$ cat config.mk
export PLATFORM = sky130hd
export DESIGN_NAME = deep_sleep_clock_gate_reg1
export DESIGN_NICKNAME = d
export VERILOG_FILES = /design/src/gate_pkg.sv /design/src/gate_if.sv /design/src/deep_sleep_clock_gate_reg1.sv /design/src/gate_select.sv /design/src/fault_check.sv
export SDC_FILE = /design/constraint.sdc
export NUM_CORES = 1
export LEC_CHECK = 0
export BUFFER_PORTS_ARGS = -buffer_cell sky130_fd_sc_hd__buf_2
export CAP_MARGIN = 10
export CELL_PAD_IN_SITES_DETAIL_PLACEMENT = 1
export CELL_PAD_IN_SITES_GLOBAL_PLACEMENT = 1
export CORE_UTILIZATION = 35
export DETAILED_ROUTE_END_ITERATION = 12
export PLACE_DENSITY = 0.68
export SKIP_LAST_GASP = 1
export SYNTH_ARGS = -nofsm -noshare
export SYNTH_HDL_FRONTEND = slang
export SYNTH_HIERARCHICAL = 1
export SYNTH_SLANG_ARGS = --single-unit
$ cat constraint.sdc
create_clock -name hclk -period 2.6 [get_ports hclk]
set_clock_uncertainty 0.1 [all_clocks]
set_input_delay 0.52 -clock hclk [delete_from_list [all_inputs] [get_ports hclk]]
set_output_delay 0.52 -clock hclk [all_outputs]
set_load 0.005 [all_outputs]
$ cat src/gate_pkg.sv
// Purpose: Shared constants and types of the peripheral clock-gating block
// Assumes: 32-bit AHB-Lite register bus, one system clock
// Notes:   Offsets are byte addresses within the block
package gate_pkg;

	// ************************************************************
	// Register offsets
	// ************************************************************
	localparam logic [11:0] CLK_CFG_OFS    = 12'h060;
	localparam logic [11:0] RUN_GATE_OFS   = 12'h100;
	localparam logic [11:0] SLEEP_GATE_OFS = 12'h110;
	localparam logic [11:0] DS_GATE_OFS    = 12'h124;
	localparam logic [11:0] IRQ_STATUS_OFS = 12'h200;
	localparam logic [11:0] IRQ_MASK_OFS   = 12'h204;
	localparam logic [11:0] FAULT_SEEN_OFS = 12'h208;
	localparam logic [11:0] GATE_STATE_OFS = 12'h20c;

	// ************************************************************
	// Gate field positions
	// ************************************************************
	localparam int COMPARATOR0_GATE_BIT         = 24;
	localparam int GP_A_BIT          = 19;
	localparam int GP_B_BIT          = 18;
	localparam int GP_C_BIT          = 17;
	localparam int GP_D_BIT          = 16;
	localparam int TWO_WIRE0_BIT     = 12;
	localparam int SYNC_SERIAL1_BIT  = 5;
	localparam int SYNC_SERIAL0_BIT  = 4;
	localparam int ASYNC_SERIAL2_BIT = 2;
	localparam int ASYNC_SERIAL1_BIT = 1;
	localparam int ASYNC_SERIAL0_BIT = 0;

	localparam logic [31:0] GATE_WRITABLE =
		(32'h1 << COMPARATOR0_GATE_BIT) | (32'h1 << GP_A_BIT) | (32'h1 << GP_B_BIT) |
		(32'h1 << GP_C_BIT) | (32'h1 << GP_D_BIT) | (32'h1 << TWO_WIRE0_BIT) |
		(32'h1 << SYNC_SERIAL1_BIT) | (32'h1 << SYNC_SERIAL0_BIT) |
		(32'h1 << ASYNC_SERIAL2_BIT) | (32'h1 << ASYNC_SERIAL1_BIT) |
		(32'h1 << ASYNC_SERIAL0_BIT);

	// ************************************************************
	// Reset values and other fields
	// ************************************************************
	localparam logic [31:0] GATE_RESET      = 32'h0000_0000;
	localparam logic        CFG_RESET       = 1'b0;
	localparam int          AUTO_GATING_BIT = 0;
	localparam int          HTRANS_ACT_BIT  = 1;
	localparam int          IRQ_WIDTH       = 3;
	localparam int          IRQ_FAULT_BIT   = 0;
	localparam int          IRQ_ENTER_BIT   = 1;
	localparam int          IRQ_EXIT_BIT    = 2;
	localparam logic [IRQ_WIDTH-1:0] IRQ_RESET = 3'h0;

	typedef enum logic [1:0] {mode_run, mode_sleep, mode_deep} mode_t;

endpackage

$ cat src/gate_if.sv
// Purpose: Carrier between gating top, selector and fault checker
// Assumes: All signals in the hclk domain
// Notes:   No clocking block
`timescale 1ns/1ps
interface gate_if import gate_pkg::*; ();
	logic [31:0] run_gate;
	logic [31:0] sleep_gate;
	logic [31:0] deep_gate;
	logic        auto_gating;
	mode_t       mode;
	logic [31:0] clk_en;
	logic [31:0] access;
	logic        fault;
	logic [31:0] fault_vec;

	modport top (output run_gate, sleep_gate, deep_gate, auto_gating, mode, access,
		input clk_en, fault, fault_vec);
	modport sel (input run_gate, sleep_gate, deep_gate, auto_gating, mode,
		output clk_en);
	modport chk (input clk_en, access, output fault, fault_vec);
endinterface

$ cat src/deep_sleep_clock_gate_reg1.sv
// Purpose: Peripheral clock gating, bank 1, with AHB-Lite register slave
// Assumes: Mode and unit access inputs synchronous to hclk
// Notes:   Reads take one wait state, writes none
//
// Our own choice: register access over AHB-Lite.
`timescale 1ns/1ps
module deep_sleep_clock_gate_reg1 import gate_pkg::*; (
	input  wire logic        hclk,
	input  wire logic        hresetn,
	input  wire logic        hsel,
	input  wire logic [31:0] haddr,
	input  wire logic [1:0]  htrans,
	input  wire logic        hwrite,
	input  wire logic [2:0]  hsize,
	input  wire logic [31:0] hwdata,
	input  wire logic        hready,
	output      logic [31:0] hrdata,
	output      logic        hreadyout,
	output      logic        hresp,
	input  wire logic        sleep_mode,
	input  wire logic        deep_sleep_mode,
	input  wire logic [31:0] unit_access,
	output      logic [31:0] unit_clk_en,
	output      logic        bus_fault,
	output      logic        irq
);
	// ************************************************************
	// Storage
	// ************************************************************
	logic [31:0]          run_peripheral_gate_1;
	logic [31:0]          sleep_peripheral_gate_1;
	logic [31:0]          deep_sleep_peripheral_gate_1;
	logic                 auto_gating_select;
	logic [IRQ_WIDTH-1:0] irq_status;
	logic [IRQ_WIDTH-1:0] irq_mask;
	logic [IRQ_WIDTH-1:0] events;
	logic [31:0]          fault_seen;
	mode_t                mode;
	mode_t                next_mode;
	logic                 ph_valid;
	logic                 ph_write;
	logic [11:0]          ph_addr;
	logic                 rd_wait;
	logic [31:0]          next_rdata;
	logic                 addr_phase;
	logic                 wr_now;

	gate_if gi ();

	function automatic logic wr_hit(input logic en, input logic [11:0] a,
		input logic [11:0] ofs);
		return en && (a == ofs);
	endfunction

	// ************************************************************
	// Submodules
	// ************************************************************
	gate_select u_select (
		.hclk    (hclk),
		.hresetn (hresetn),
		.gi      (gi.sel)
	);

	fault_check u_check (
		.hclk    (hclk),
		.hresetn (hresetn),
		.gi      (gi.chk)
	);

	assign gi.run_gate    = run_peripheral_gate_1;
	assign gi.sleep_gate  = sleep_peripheral_gate_1;
	assign gi.deep_gate   = deep_sleep_peripheral_gate_1;
	assign gi.auto_gating = auto_gating_select;
	assign gi.mode        = mode;
	assign gi.access      = unit_access;
	assign unit_clk_en    = gi.clk_en;
	assign bus_fault      = gi.fault;

	// ************************************************************
	// Bus phases
	// ************************************************************
	assign addr_phase = hsel && hready && htrans[HTRANS_ACT_BIT];
	assign wr_now     = ph_valid && ph_write && hready;

	always_ff @(posedge hclk or negedge hresetn) begin
		if (!hresetn) begin
			ph_valid <= 1'b0;
			ph_write <= 1'b0;
			ph_addr  <= 12'h000;
		end else if (hready) begin
			ph_valid <= addr_phase;
			ph_write <= hwrite;
			ph_addr  <= haddr[11:0];
		end
	end

	always_ff @(posedge hclk or negedge hresetn) begin
		if (!hresetn) begin
			rd_wait   <= 1'b0;
			hreadyout <= 1'b1;
		end else begin
			rd_wait   <= addr_phase && !hwrite;
			hreadyout <= !(addr_phase && !hwrite);
		end
	end

	always_ff @(posedge hclk or negedge hresetn) begin
		if (!hresetn) begin
			hresp <= 1'b0;
		end else begin
			hresp <= 1'b0;
		end
	end

	// ************************************************************
	// Gating registers
	// ************************************************************
	always_ff @(posedge hclk or negedge hresetn) begin
		if (!hresetn) begin
			deep_sleep_peripheral_gate_1 <= GATE_RESET;
		end else if (wr_hit(wr_now, ph_addr, DS_GATE_OFS)) begin
			deep_sleep_peripheral_gate_1 <= hwdata & GATE_WRITABLE;
		end
	end

	always_ff @(posedge hclk or negedge hresetn) begin
		if (!hresetn) begin
			run_peripheral_gate_1 <= GATE_RESET;
		end else if (wr_hit(wr_now, ph_addr, RUN_GATE_OFS)) begin
			run_peripheral_gate_1 <= hwdata & GATE_WRITABLE;
		end
	end

	always_ff @(posedge hclk or negedge hresetn) begin
		if (!hresetn) begin
			sleep_peripheral_gate_1 <= GATE_RESET;
		end else if (wr_hit(wr_now, ph_addr, SLEEP_GATE_OFS)) begin
			sleep_peripheral_gate_1 <= hwdata & GATE_WRITABLE;
		end
	end

	always_ff @(posedge hclk or negedge hresetn) begin
		if (!hresetn) begin
			auto_gating_select <= CFG_RESET;
		end else if (wr_hit(wr_now, ph_addr, CLK_CFG_OFS)) begin
			auto_gating_select <= hwdata[AUTO_GATING_BIT];
		end
	end

	// ************************************************************
	// Power mode
	// ************************************************************
	always_comb begin
		next_mode = mode_run;
		if (deep_sleep_mode) begin
			next_mode = mode_deep;
		end else if (sleep_mode) begin
			next_mode = mode_sleep;
		end
	end

	always_ff @(posedge hclk or negedge hresetn) begin
		if (!hresetn) begin
			mode <= mode_run;
		end else begin
			mode <= next_mode;
		end
	end

	// ************************************************************
	// Interrupts
	// ************************************************************
	always_comb begin
		events                = '0;
		events[IRQ_FAULT_BIT] = gi.fault;
		events[IRQ_ENTER_BIT] = (mode != mode_deep) && (next_mode == mode_deep);
		events[IRQ_EXIT_BIT]  = (mode == mode_deep) && (next_mode != mode_deep);
	end

	always_ff @(posedge hclk or negedge hresetn) begin
		if (!hresetn) begin
			irq_status <= IRQ_RESET;
		end else if (wr_hit(wr_now, ph_addr, IRQ_STATUS_OFS)) begin
			irq_status <= (irq_status & ~hwdata[IRQ_WIDTH-1:0]) | events;
		end else begin
			irq_status <= irq_status | events;
		end
	end

	always_ff @(posedge hclk or negedge hresetn) begin
		if (!hresetn) begin
			irq_mask <= IRQ_RESET;
		end else if (wr_hit(wr_now, ph_addr, IRQ_MASK_OFS)) begin
			irq_mask <= hwdata[IRQ_WIDTH-1:0];
		end
	end

	always_ff @(posedge hclk or negedge hresetn) begin
		if (!hresetn) begin
			irq <= 1'b0;
		end else begin
			irq <= |(irq_status & irq_mask);
		end
	end

	always_ff @(posedge hclk or negedge hresetn) begin
		if (!hresetn) begin
			fault_seen <= 32'h0000_0000;
		end else if (gi.fault) begin
			fault_seen <= gi.fault_vec;
		end
	end

	// ************************************************************
	// Read data
	// ************************************************************
	always_comb begin
		next_rdata = 32'h0000_0000;
		case (ph_addr)
			DS_GATE_OFS: next_rdata = deep_sleep_peripheral_gate_1;
			RUN_GATE_OFS: next_rdata = run_peripheral_gate_1;
			SLEEP_GATE_OFS: next_rdata = sleep_peripheral_gate_1;
			CLK_CFG_OFS: next_rdata[AUTO_GATING_BIT] = auto_gating_select;
			IRQ_STATUS_OFS: next_rdata[IRQ_WIDTH-1:0] = irq_status;
			IRQ_MASK_OFS: next_rdata[IRQ_WIDTH-1:0] = irq_mask;
			FAULT_SEEN_OFS: next_rdata = fault_seen;
			GATE_STATE_OFS: next_rdata = gi.clk_en;
			default: next_rdata = 32'h0000_0000;
		endcase
	end

	always_ff @(posedge hclk or negedge hresetn) begin
		if (!hresetn) begin
			hrdata <= 32'h0000_0000;
		end else if (rd_wait) begin
			hrdata <= next_rdata;
		end
	end

	// ************************************************************
	// Assertions
	// ************************************************************
	reset_clear_a: assert property (@(posedge hclk)
		!hresetn |-> (deep_sleep_peripheral_gate_1 == GATE_RESET) && (unit_clk_en == GATE_RESET))
		else $error("gating not cleared in reset");

	reserved_zero_a: assert property (@(posedge hclk) disable iff (!hresetn)
		(rd_wait && ph_addr == DS_GATE_OFS) |=> ((hrdata & ~GATE_WRITABLE) == 32'h0) && hreadyout)
		else $error("reserved bits read nonzero");

	comp_bit_a: assert property (@(posedge hclk) disable iff (!hresetn)
		wr_hit(wr_now, ph_addr, DS_GATE_OFS)
		|=> deep_sleep_peripheral_gate_1[COMPARATOR0_GATE_BIT] == $past(hwdata[COMPARATOR0_GATE_BIT]))
		else $error("comparator gate bit not stored");

	timer_bits_a: assert property (@(posedge hclk) disable iff (!hresetn)
		wr_hit(wr_now, ph_addr, DS_GATE_OFS)
		|=> deep_sleep_peripheral_gate_1[GP_A_BIT:GP_D_BIT] == $past(hwdata[GP_A_BIT:GP_D_BIT]))
		else $error("timer gate bits not stored");

	two_wire_a: assert property (@(posedge hclk) disable iff (!hresetn)
		wr_hit(wr_now, ph_addr, DS_GATE_OFS)
		|=> deep_sleep_peripheral_gate_1[TWO_WIRE0_BIT] == $past(hwdata[TWO_WIRE0_BIT]))
		else $error("two-wire gate bit not stored");

	sync_serial_a: assert property (@(posedge hclk) disable iff (!hresetn)
		wr_hit(wr_now, ph_addr, DS_GATE_OFS) |=> deep_sleep_peripheral_gate_1[
		SYNC_SERIAL1_BIT:SYNC_SERIAL0_BIT] == $past(hwdata[SYNC_SERIAL1_BIT:SYNC_SERIAL0_BIT]))
		else $error("sync serial gate bits not stored");

	async_serial_a: assert property (@(posedge hclk) disable iff (!hresetn)
		wr_hit(wr_now, ph_addr, DS_GATE_OFS) |=> deep_sleep_peripheral_gate_1[
		ASYNC_SERIAL2_BIT:ASYNC_SERIAL0_BIT] == $past(hwdata[ASYNC_SERIAL2_BIT:ASYNC_SERIAL0_BIT]))
		else $error("async serial gate bits not stored");

	deep_apply_a: assert property (@(posedge hclk) disable iff (!hresetn)
		(mode == mode_deep && auto_gating_select) |=> unit_clk_en == $past(deep_sleep_peripheral_gate_1))
		else $error("deep register not applied");

	run_apply_a: assert property (@(posedge hclk) disable iff (!hresetn)
		(mode == mode_run) |=> unit_clk_en == $past(run_peripheral_gate_1))
		else $error("run register not applied");

	sleep_apply_a: assert property (@(posedge hclk) disable iff (!hresetn)
		(mode == mode_sleep && auto_gating_select) |=> unit_clk_en == $past(sleep_peripheral_gate_1))
		else $error("sleep register not applied");

	auto_off_a: assert property (@(posedge hclk) disable iff (!hresetn)
		(mode != mode_run && !auto_gating_select) |=> unit_clk_en == $past(run_peripheral_gate_1))
		else $error("sleep gating active without auto gating");

	gated_fault_a: assert property (@(posedge hclk) disable iff (!hresetn)
		((unit_access & GATE_WRITABLE & ~unit_clk_en) != 32'h0) |=> bus_fault)
		else $error("fault to unclocked unit missing");

	clocked_quiet_a: assert property (@(posedge hclk) disable iff (!hresetn)
		((unit_access & GATE_WRITABLE & ~unit_clk_en) == 32'h0) |=> !bus_fault)
		else $error("fault without unclocked access");

	switch_sync_a: assert property (@(posedge hclk) disable iff (!hresetn)
		(next_mode != mode) |-> ##1 $stable(unit_clk_en) ##1 (mode == $past(next_mode, 2)
		|| $past(next_mode) != $past(mode)))
		else $error("enables moved before mode edge");

	irq_level_a: assert property (@(posedge hclk) disable iff (!hresetn)
		|(irq_status & irq_mask) |=> irq)
		else $error("interrupt missing");

	read_wait_a: assert property (@(posedge hclk) disable iff (!hresetn)
		(addr_phase && !hwrite) |=> !hreadyout ##1 hreadyout)
		else $error("read wait state wrong");

	deep_entry_c: cover property (@(posedge hclk) disable iff (!hresetn)
		events[IRQ_ENTER_BIT] && auto_gating_select);
	fault_c: cover property (@(posedge hclk) disable iff (!hresetn) bus_fault);
	ds_read_c: cover property (@(posedge hclk) disable iff (!hresetn)
		rd_wait && ph_addr == DS_GATE_OFS);
	wr_then_rd_c: cover property (@(posedge hclk) disable iff (!hresetn)
		wr_hit(wr_now, ph_addr, DS_GATE_OFS) ##1 rd_wait);
endmodule

$ cat src/gate_select.sv
// Purpose: Picks the gating register for the power mode, registered
// Assumes: Mode and registers in the hclk domain
// Notes:   Enables change only at a clock edge, or at once when hresetn falls
`timescale 1ns/1ps
module gate_select import gate_pkg::*; (
	input  wire logic hclk,
	input  wire logic hresetn,
	gate_if.sel       gi
);
	// ************************************************************
	// Registered selection
	// ************************************************************
	logic [31:0] next_clk_en;

	always_comb begin
		next_clk_en = gi.run_gate;
		unique case (gi.mode)
			mode_run: next_clk_en = gi.run_gate;
			mode_sleep: next_clk_en = gi.auto_gating ? gi.sleep_gate : gi.run_gate;
			mode_deep: next_clk_en = gi.auto_gating ? gi.deep_gate : gi.run_gate;
		endcase
	end

	always_ff @(posedge hclk or negedge hresetn) begin
		if (!hresetn) begin
			gi.clk_en <= GATE_RESET;
		end else begin
			gi.clk_en <= next_clk_en & GATE_WRITABLE;
		end
	end
endmodule

$ cat src/fault_check.sv
// Purpose: Flags bus accesses aimed at unclocked units
// Assumes: One access strobe bit per gate position
// Notes:   Fault is a registered level that follows the access one cycle later
`timescale 1ns/1ps
module fault_check import gate_pkg::*; (
	input  wire logic hclk,
	input  wire logic hresetn,
	gate_if.chk       gi
);
	// ************************************************************
	// Fault detection
	// ************************************************************
	logic [31:0] hit;

	assign hit = gi.access & GATE_WRITABLE & ~gi.clk_en;

	always_ff @(posedge hclk or negedge hresetn) begin
		if (!hresetn) begin
			gi.fault     <= 1'b0;
			gi.fault_vec <= 32'h0000_0000;
		end else begin
			gi.fault     <= |hit;
			gi.fault_vec <= hit;
		end
	end
endmodule

==> results of run 1 <==
[cell type report]
cell class / instances / area [um2] / area share (%)
clock buffer: 19 / 453 / 5.58
clock inverter: 12 / 156 / 1.93
inverter: 7 / 26.3 / 0.324
multi-input combinational: 346 / 2870 / 35.3
sequential: 146 / 3660 / 45.1
tap: 260 / 325 / 4.01
timing repair buffer: 108 / 627 / 7.73
[cells by family (layout without fill, tap and decap cells)]
group,after synthesis,count (layout),synth area share [%]
buffers and inverters,79,146,7.43
AOI/OAI and AO/OA,98,98,11.3
muxes,113,113,19.0
other,3,43,0.164
adders and majority gates,2,2,0.363
and+or+nand+nor,90,90,8.62
DFF,146,146,53.1
[state kept, by name, indices dropped and copies added, names as in the netlist, 11 cells and up]
name	flops
ph_addr	12
gi.sleep_gate	11
fault_seen	32
gi.run_gate	11
u_check/gi.fault_vec	11
hrdata	32
deep_sleep_peripheral_gate_1	11
u_select/gi.clk_en	11
[timing repair]
action,4_1_cts,5_1_grt
hold buffers,1,0
endpoints found under the hold margin,22,0
endpoints found under the setup margin,0,0
[stage by stage]
step	utilization, %	worst slack, ns	total power, mW	std cells
global route	42.7	0.132	5.57	898
global placement	39.4	0.324	2.86	866
floorplan	-	0.456	2.73	571
finish	42.7	0.220	5.36	898
CTS	42.7	0.264	5.43	898
detailed placement	39.4	0.312	2.88	866
[routing by layer]
metal  part of all wire, %  global-route usage, %  wire (um)  up-vias
met2                    52                   30.1       8590      110
met5                     0                      0          0        -
met3                   3.8                   4.37        638       13
li1                      -                      -          -     2027
met4                   1.0                   5.55        170        0
met1                    43                   22.4       7220     2314
[how the worst min path moves through the flow]
stage	from	cells after the start	slack, ns	to
floorplan	hresetn	0	0.12	auto_gating_select
global placement	u_check/gi.fault_vec[19]	1	0.34	fault_seen[19]
detailed placement	u_check/gi.fault_vec[17]	1	0.35	fault_seen[17]
CTS	deep_sleep_mode	1	0.14	gi.mode[1]
global route	deep_sleep_mode	1	0.14	gi.mode[1]
finish	deep_sleep_mode	1	0.16	gi.mode[1]
[power groups by stage]
stage,Sequential [mW],Combinational [mW],Clock (mW)
after floorplan,2.46,0.271,0
after global placement,2.47,0.392,0
after detailed placement,2.47,0.405,0
after CTS,2.44,0.410,2.59
after global routing,2.45,0.455,2.67
final,2.43,0.404,2.52
[cell usage in the layout (no fill, tap or decap), types with 3 or more instances in the layout]
cell | netlist | layout
clkbuf_16 | 0 | 17
mux2i_1 | 31 | 31
dfrtp_1 | 145 | 143
bufinv_16 | 0 | 3
inv_1 | 6 | 6
nor4_2 | 3 | 3
a21oi_1 | 16 | 16
conb_1 | 3 | 43
nor2b_1 | 11 | 11
mux2_2 | 23 | 23
mux2_1 | 39 | 39
clkinvlp_4 | 0 | 4
buf_2 | 4 | 86
nand3_1 | 5 | 5
nor2_1 | 11 | 11
mux2_4 | 20 | 20
nand2_1 | 10 | 10
buf_4 | 44 | 18
a21o_1 | 21 | 21
o2bb2ai_1 | 3 | 3
nand4_1 | 3 | 3
nor3_1 | 21 | 21
a22oi_1 | 21 | 21
o21ai_0 | 11 | 11
nor2b_4 | 4 | 4
and3_1 | 4 | 4
o2bb2ai_2 | 10 | 10
[critical path, delay by kind of cell, from the launching register on]
kind	cells	cell delay, ns
AOI/OAI and AO/OA	2	0.35
DFF	1	0.44
and+or+nand+nor	3	1.41
==> impl_metrics.toml, run 1 <==
[timing]
min_period_ns = 2.38
fin_crit_sh_pct = 91.5
setup_viol = 0
maxSlewHeadroom_pct = 48.9
timing.final.hold_violations = 0
tns_ns = 0
tightest_slew_ns = 0.767
max_freq_mhz = 420
rsz0062_at_grt = "no"
hold_ws_ns = 0.156
finalMaxSlewViolations = 0

[yosys]
postSynthCellCount = 531
ys_seq_area_share_pct = 53.1
synth_flop_cell = "dfrtp_1"
synth.cell_area_um2 = 6880
yosys.area.top_type = "dfrtp_1"
async_flop_share_pct = 100
ys_types = 55
synthTopCellsByArea = "dfrtp_1, mux2_1, buf_4"
ys_warn_count = 6
synth_top_cell_area_share_pct = 52.7
synth-edff-count = 0
yosysMostFrequentCell = "dfrtp_1"
synth_commonest_cells = "dfrtp_1, buf_4, mux2_1, mux2i_1, mux2_2"
ys_ff_latch = 146
syn_avg_cell_area_um2 = 13.0

[placed_design]
portBuffers = 87
place_hpwl_um = 11700
place_area_um2 = 7490
gp_congestion = 0.851

[setup_path]
r2r_slack_ns = 0.22
cp_max_fo = 8
crit_end = "hrdata[24]"
cp-startpoint = "ph_addr[1]"
startpoint_type = "flip-flop"
crit_required_ns = 2.83
path_class = "reg2reg"
r2r-start = "ph_addr[1]"
reg2reg_depth = 5
crit_arrival_ns = 2.61
endpoint_kind = "flip-flop"
critPathMaxStageDelay_ns = 0.62
path_cells = "or4_4, nor3_4, and3_1, a22oi_1, a31oi_1"
cpMaxStageDelayCell = "or4_4"
r2r-end = "hrdata[24]"

[pwr]
clkPwrFrac_pct = 47.0
p_sw_share_pct = 23.6
pwr_density_cell_nw_per_um2 = 660
peakVddDrop_uv = 390
p_leak_nw = 4.02
combPwrFrac_pct = 7.6
seq_power_share_pct = 45.4
p_switching_mw = 1.26
p_int_mw = 4.09

[grt]
grt_pass1_vias = 4869
grt_start_max_net_pins = 60
grt_pass1_wl_um = 27100
gr-total-overflow = 0
antenna_found_initial = 0
grtUsageTotal_pct = 17.8

[detailed_routing]
routedWlPerCell_um = 18.5
drt_iter0_drc = 171
ant_nets = 0
drcViolationCount = 0
vias_per_cell = 4.97
via_count = 4464
wl_um = 16600
first_pass_iters = 4

[layout]
finalNetCount = 736
final_area_um2 = 8110
drive_gt1_share_pct = 32.6
diodes = 0
fill_cells = 2074
areaGrowthSynthToFinish_pct = 17.8

[die]
pin_count = 176
core.rowCount = 50
die_w_um = 142
core_um2 = 19000
initial_core_util_pct = 36.2
die_h_um = 142
fp.dieArea_um2 = 20200

[clocking]
numCtsBuffers = 17
cts_setup_buffers = 0
cts-root-buf = "clkbuf_16"
cts-resized-gates = 0
htreeDepth = 4
cts_tree = "done"
insertion_delay_ns = 0.41
cts_buffer_depth = 2
cts.clk_slew.worst_paths_ns = 0.06
cts_sinks = 146

[flow_run]
cap_violations = 0

[hold_path]
hp-class = "in2reg"

[outcome]
status = "finished clean"
(Power assumes the default switching activity.)
==> run 2: changes to the inputs <==
- CORE_UTILIZATION: 35 -> 43
- MAX_ROUTING_LAYER: not set -> met4
- PLACE_DENSITY: 0.68 -> 0.81
==> impl_metrics.toml, run 2 (synthesized netlist as in run 1, its figures left out) <==
[outcome]
status = "finished clean"

[timing]
min_period_ns = 2.36
finalMaxSlewViolations = 0
fin_ws_ns = 0.241
tns_ns = 0
maxSlewHeadroom_pct = 46.6
max_freq_mhz = 424
timing.final.hold_violations = 0
setup_viol = 0
tightest_slew_ns = 0.801
hold_ws_ns = 0.155
fin_crit_sh_pct = 90.7
rsz0062_at_grt = "no"

[placed_design]
portBuffers = 87
place_area_um2 = 7400
place_inst = 813
gp_congestion = 0.876
place_hpwl_um = 11500
place_ws_ns = 0.304

[setup_path]
path_buf_inv = 1
cp_top_family = "simple AND/OR/NAND/NOR gates"
critPathMaxStageDelay_ns = 0.59
cp_max_fo = 11
crit_required_ns = 2.80
path_cells = "or4b_1, nor4_2, and2_1, buf_4, mux2_1"
cpMaxStageDelayCell = "or4b_1"
path_class = "reg2reg"
startpoint_type = "flip-flop"
endpoint_kind = "flip-flop"
crit_arrival_ns = 2.56

[pwr]
p_switching_mw = 1.25
finalPower_mw = 5.37
peakVddDrop_uv = 439
combPwrFrac_pct = 7.5
seq_power_share_pct = 45.4
pwr_density_cell_nw_per_um2 = 670
clkPwrFrac_pct = 47.1
p_sw_share_pct = 23.3
p_leak_nw = 4.00
p_int_mw = 4.12

[clocking]
htreeDepth = 4
cts_sinks = 146
numCtsBuffers = 17
cts-root-buf = "clkbuf_16"
cts-resized-gates = 0
insertion_delay_ns = 0.43
cts_tree = "done"
cts_buffer_depth = 2
cts.clk_slew.worst_paths_ns = 0.06

[die]
core.rowCount = 45
fp.dieArea_um2 = 16500
die_h_um = 129
initial_core_util_pct = 44.6
pin_count = 176
core_um2 = 15400
die_w_um = 129

[layout]
utilization_pct = 52.0
layout_commonest_cell = "dfrtp_1"
finalNetCount = 732
final_area_um2 = 8020
layoutNonFillerInstCount = 846
mostFrequentLayoutCells = "dfrtp_1, buf_2, conb_1"
drive_gt1_share_pct = 31.7
areaGrowthSynthToFinish_pct = 16.5
diodes = 0
reg_top3 = "fault_seen x32, hrdata x32, ph_addr x12"

[flow_run]
cap_violations = 0

[detailed_routing]
first_pass_iters = 5
vias_per_cell = 5.40
drt_iter0_drc = 320
drcViolationCount = 0
via_count = 4572
wl_um = 16700
routedWlPerCell_um = 19.7
ant_nets = 0

[hold_path]
hp-class = "in2reg"

[grt]
grtUsageTotal_pct = 22.5
grt_pass1_vias = 4919
antenna_found_initial = 0
grt_start_max_net_pins = 52
grt_pass1_wl_um = 27000
gr-total-overflow = 0
==> run 2: repair_timing <==
action,CTS,global route
setup buffers,0,0
endpoints found under the hold margin,43,0
hold buffers,1,0
==> run 2: power by group through the flow <==
| stage | sequential (mW) | clock [mW] | combinational [mW] |
|---|---|---|---|
| after floorplan | 2.46 | 0 | 0.271 |
| after global placement | 2.47 | 0 | 0.380 |
| after detailed placement | 2.48 | 0 | 0.400 |
| after CTS | 2.44 | 2.56 | 0.406 |
| after global routing | 2.45 | 2.65 | 0.449 |
| final | 2.44 | 2.53 | 0.403 |
==> run 2: cell type report <==
cell class | count | area (um2)
Fill cell | 1632 | 7410
Sequential cell | 146 | 3660
Multi-Input combinational cell | 346 | 2870
Timing Repair Buffer | 104 | 597
Clock buffer | 23 | 478
Tap cell | 211 | 264
Clock inverter | 9 | 129
Inverter | 7 | 26.3
==> run 2: metal layers <==
| metal | part of all wire, % | GRT usage (%) | vias up | routed length [um] |
|---|---|---|---|---|
| met4 | 2.2 | 9.34 | 0 | 365 |
| met3 | 4.3 | 4.45 | 33 | 715 |
| met5 | 0 | - | - | 0 |
| met1 | 43 | 27.5 | 2374 | 7140 |
| met2 | 51 | 36.5 | 139 | 8480 |
| li1 | - | - | 2026 | - |
==> run 2: path summary, 6_finish.rpt <==
| kind | from | to | slack [ns] | depth (start not counted) |
|---|---|---|---|---|
| worst max-delay path | ph_addr[9] | deep_sleep_peripheral_gate_1[19] | 0.24 | 5 |
| worst min-delay path | deep_sleep_mode | gi.mode[1] | 0.16 | 1 |
| worst max register to register | ph_addr[9] | deep_sleep_peripheral_gate_1[19] | 0.24 | 5 |
| worst min register to register | u_check/gi.fault_vec[12] | fault_seen[12] | 0.36 | 1 |
| max in group asynchronous | hresetn | ph_write | 1.17 | 3 |
| min in group asynchronous | hresetn | gi.run_gate[17] | 0.47 | 2 |
==> run 3: changes to the inputs <==
- PLACE_DENSITY: 0.81 -> 0.88
==> impl_metrics.toml, run 3 (synthesized netlist as in run 1, its figures left out) <==
[outcome]
status = "finished clean"

[die]
core_um2 = 15400
fp.dieArea_um2 = 16500
initial_core_util_pct = 44.6
die_h_um = 129
pin_count = 176
die_w_um = 129
core.rowCount = 45

[timing]
tns_ns = 0
fin_ws_ns = 0.162
tightest_slew_ns = 0.816
timing.final.hold_violations = 0
maxSlewHeadroom_pct = 44.9
fin_crit_sh_pct = 93.8
min_period_ns = 2.44
finalMaxSlewViolations = 0
setup_viol = 0
rsz0062_at_grt = "no"
max_freq_mhz = 410

[placed_design]
place_ws_ns = 0.313
place_hpwl_um = 11800
place_inst = 814
portBuffers = 87
gp_congestion = 0.869

[grt]
grt_start_max_net_pins = 64
grt_pass1_vias = 5177
grt_pass1_wl_um = 28900
grtUsageTotal_pct = 24.1
gr-total-overflow = 0
antenna_found_initial = 1

[setup_path]
endpoint_kind = "flip-flop"
path_class = "reg2reg"
startpoint_type = "flip-flop"
crit_arrival_ns = 2.68
cp_max_fo = 30
crit_required_ns = 2.84

[layout]
reg_top3 = "fault_seen x32, hrdata x32, ph_addr x12"
layoutNonFillerInstCount = 848
utilization_pct = 52.0
multiInputGateArea_um2 = 2870
drive_gt1_share_pct = 32.2
fill_cells = 1649
finalNetCount = 733
seqCellArea_um2 = 3660
mostFrequentLayoutCells = "dfrtp_1, buf_2, conb_1"
areaGrowthSynthToFinish_pct = 16.6
layout_commonest_cell = "dfrtp_1"

[detailed_routing]
wl_um = 18000
drcViolationCount = 0
first_pass_iters = 4
vias_per_cell = 5.46
drt_iter0_drc = 300
routedWlPerCell_um = 21.3
via_count = 4626
ant_nets = 0

[clocking]
cts_buffer_depth = 2
htreeDepth = 4
cts-hold-fix-buffers = 1
cts.clk_slew.worst_paths_ns = 0.07
cts-resized-gates = 0
cts_sinks = 146
cts_setup_buffers = 0
cts_tree = "done"
insertion_delay_ns = 0.43
numCtsBuffers = 17
cts-root-buf = "clkbuf_16"

[hold_path]
hp-class = "in2reg"

[pwr]
p_int_mw = 4.01
combPwrFrac_pct = 7.8
pwr_density_cell_nw_per_um2 = 667
p_leak_nw = 4.00
peakVddDrop_uv = 436
p_sw_share_pct = 25.1
p_switching_mw = 1.34
seq_power_share_pct = 45.6
finalPower_mw = 5.36
clkPwrFrac_pct = 46.7

[flow_run]
cap_violations = 0
==> run 3: worst paths after layout <==
path,start,endpoint,slack (ns),depth (start not counted)
min in group asynchronous,hresetn,ph_addr[5],0.54,2
worst max-delay path,ph_addr[8],hrdata[5],0.16,6
worst min-delay path,deep_sleep_mode,gi.mode[1],0.15,1
max in group asynchronous,hresetn,gi.run_gate[19],1.10,3
worst min register to register,u_check/gi.fault_vec[4],fault_seen[4],0.37,1
worst max register to register,ph_addr[8],hrdata[5],0.16,6
==> run 3: routing by layer <==
metal / vias up / global-route usage, % / part of all wire, %
li1: 2037 / - / -
met1: 2396 / 28.0 / 40
met2: 160 / 40.4 / 53
met3: 33 / 4.66 / 4.2
met4: 0 / 10.7 / 2.5
met5: - / - / 0
==> run 3: cell type report <==
| cell class | count | area share, % |
|---|---|---|
| timing repair buffer | 105 | 7.53 |
| tap | 211 | 3.29 |
| inverter | 7 | 0.327 |
| sequential | 146 | 45.6 |
| clock buffer | 19 | 5.64 |
| multi-input combinational | 346 | 35.7 |
| antenna | 1 | 0.0312 |
| clock inverter | 13 | 1.87 |
==> run 3: worst max-delay path, stage by stage, from the launching register on <==
cell     delay, ns
dfrtp_1       0.43
nor4b_2       0.64
nand3_1       0.22
buf_4         0.31
o21ai_0       0.36
a21oi_1       0.09
a21oi_1       0.20
==> run 3: metrics by stage <==
stage	instance area, um2	hold slack (ns)
after floorplan	7030	0.124
after global placement	7410	0.343
after detailed placement	7410	0.354
after CTS	8020	0.132
after global routing	8020	0.131
final	8020	0.147
==> run 3: power by group through the flow <==
| stage | registers [mW] | clock network [mW] | logic (mW) |
|---|---|---|---|
| final | 2.44 | 2.50 | 0.416 |
| after global routing | 2.45 | 2.63 | 0.457 |
| after CTS | 2.44 | 2.54 | 0.414 |
| after detailed placement | 2.48 | 0 | 0.403 |
| after global placement | 2.47 | 0 | 0.381 |
| after floorplan | 2.46 | 0 | 0.271 |
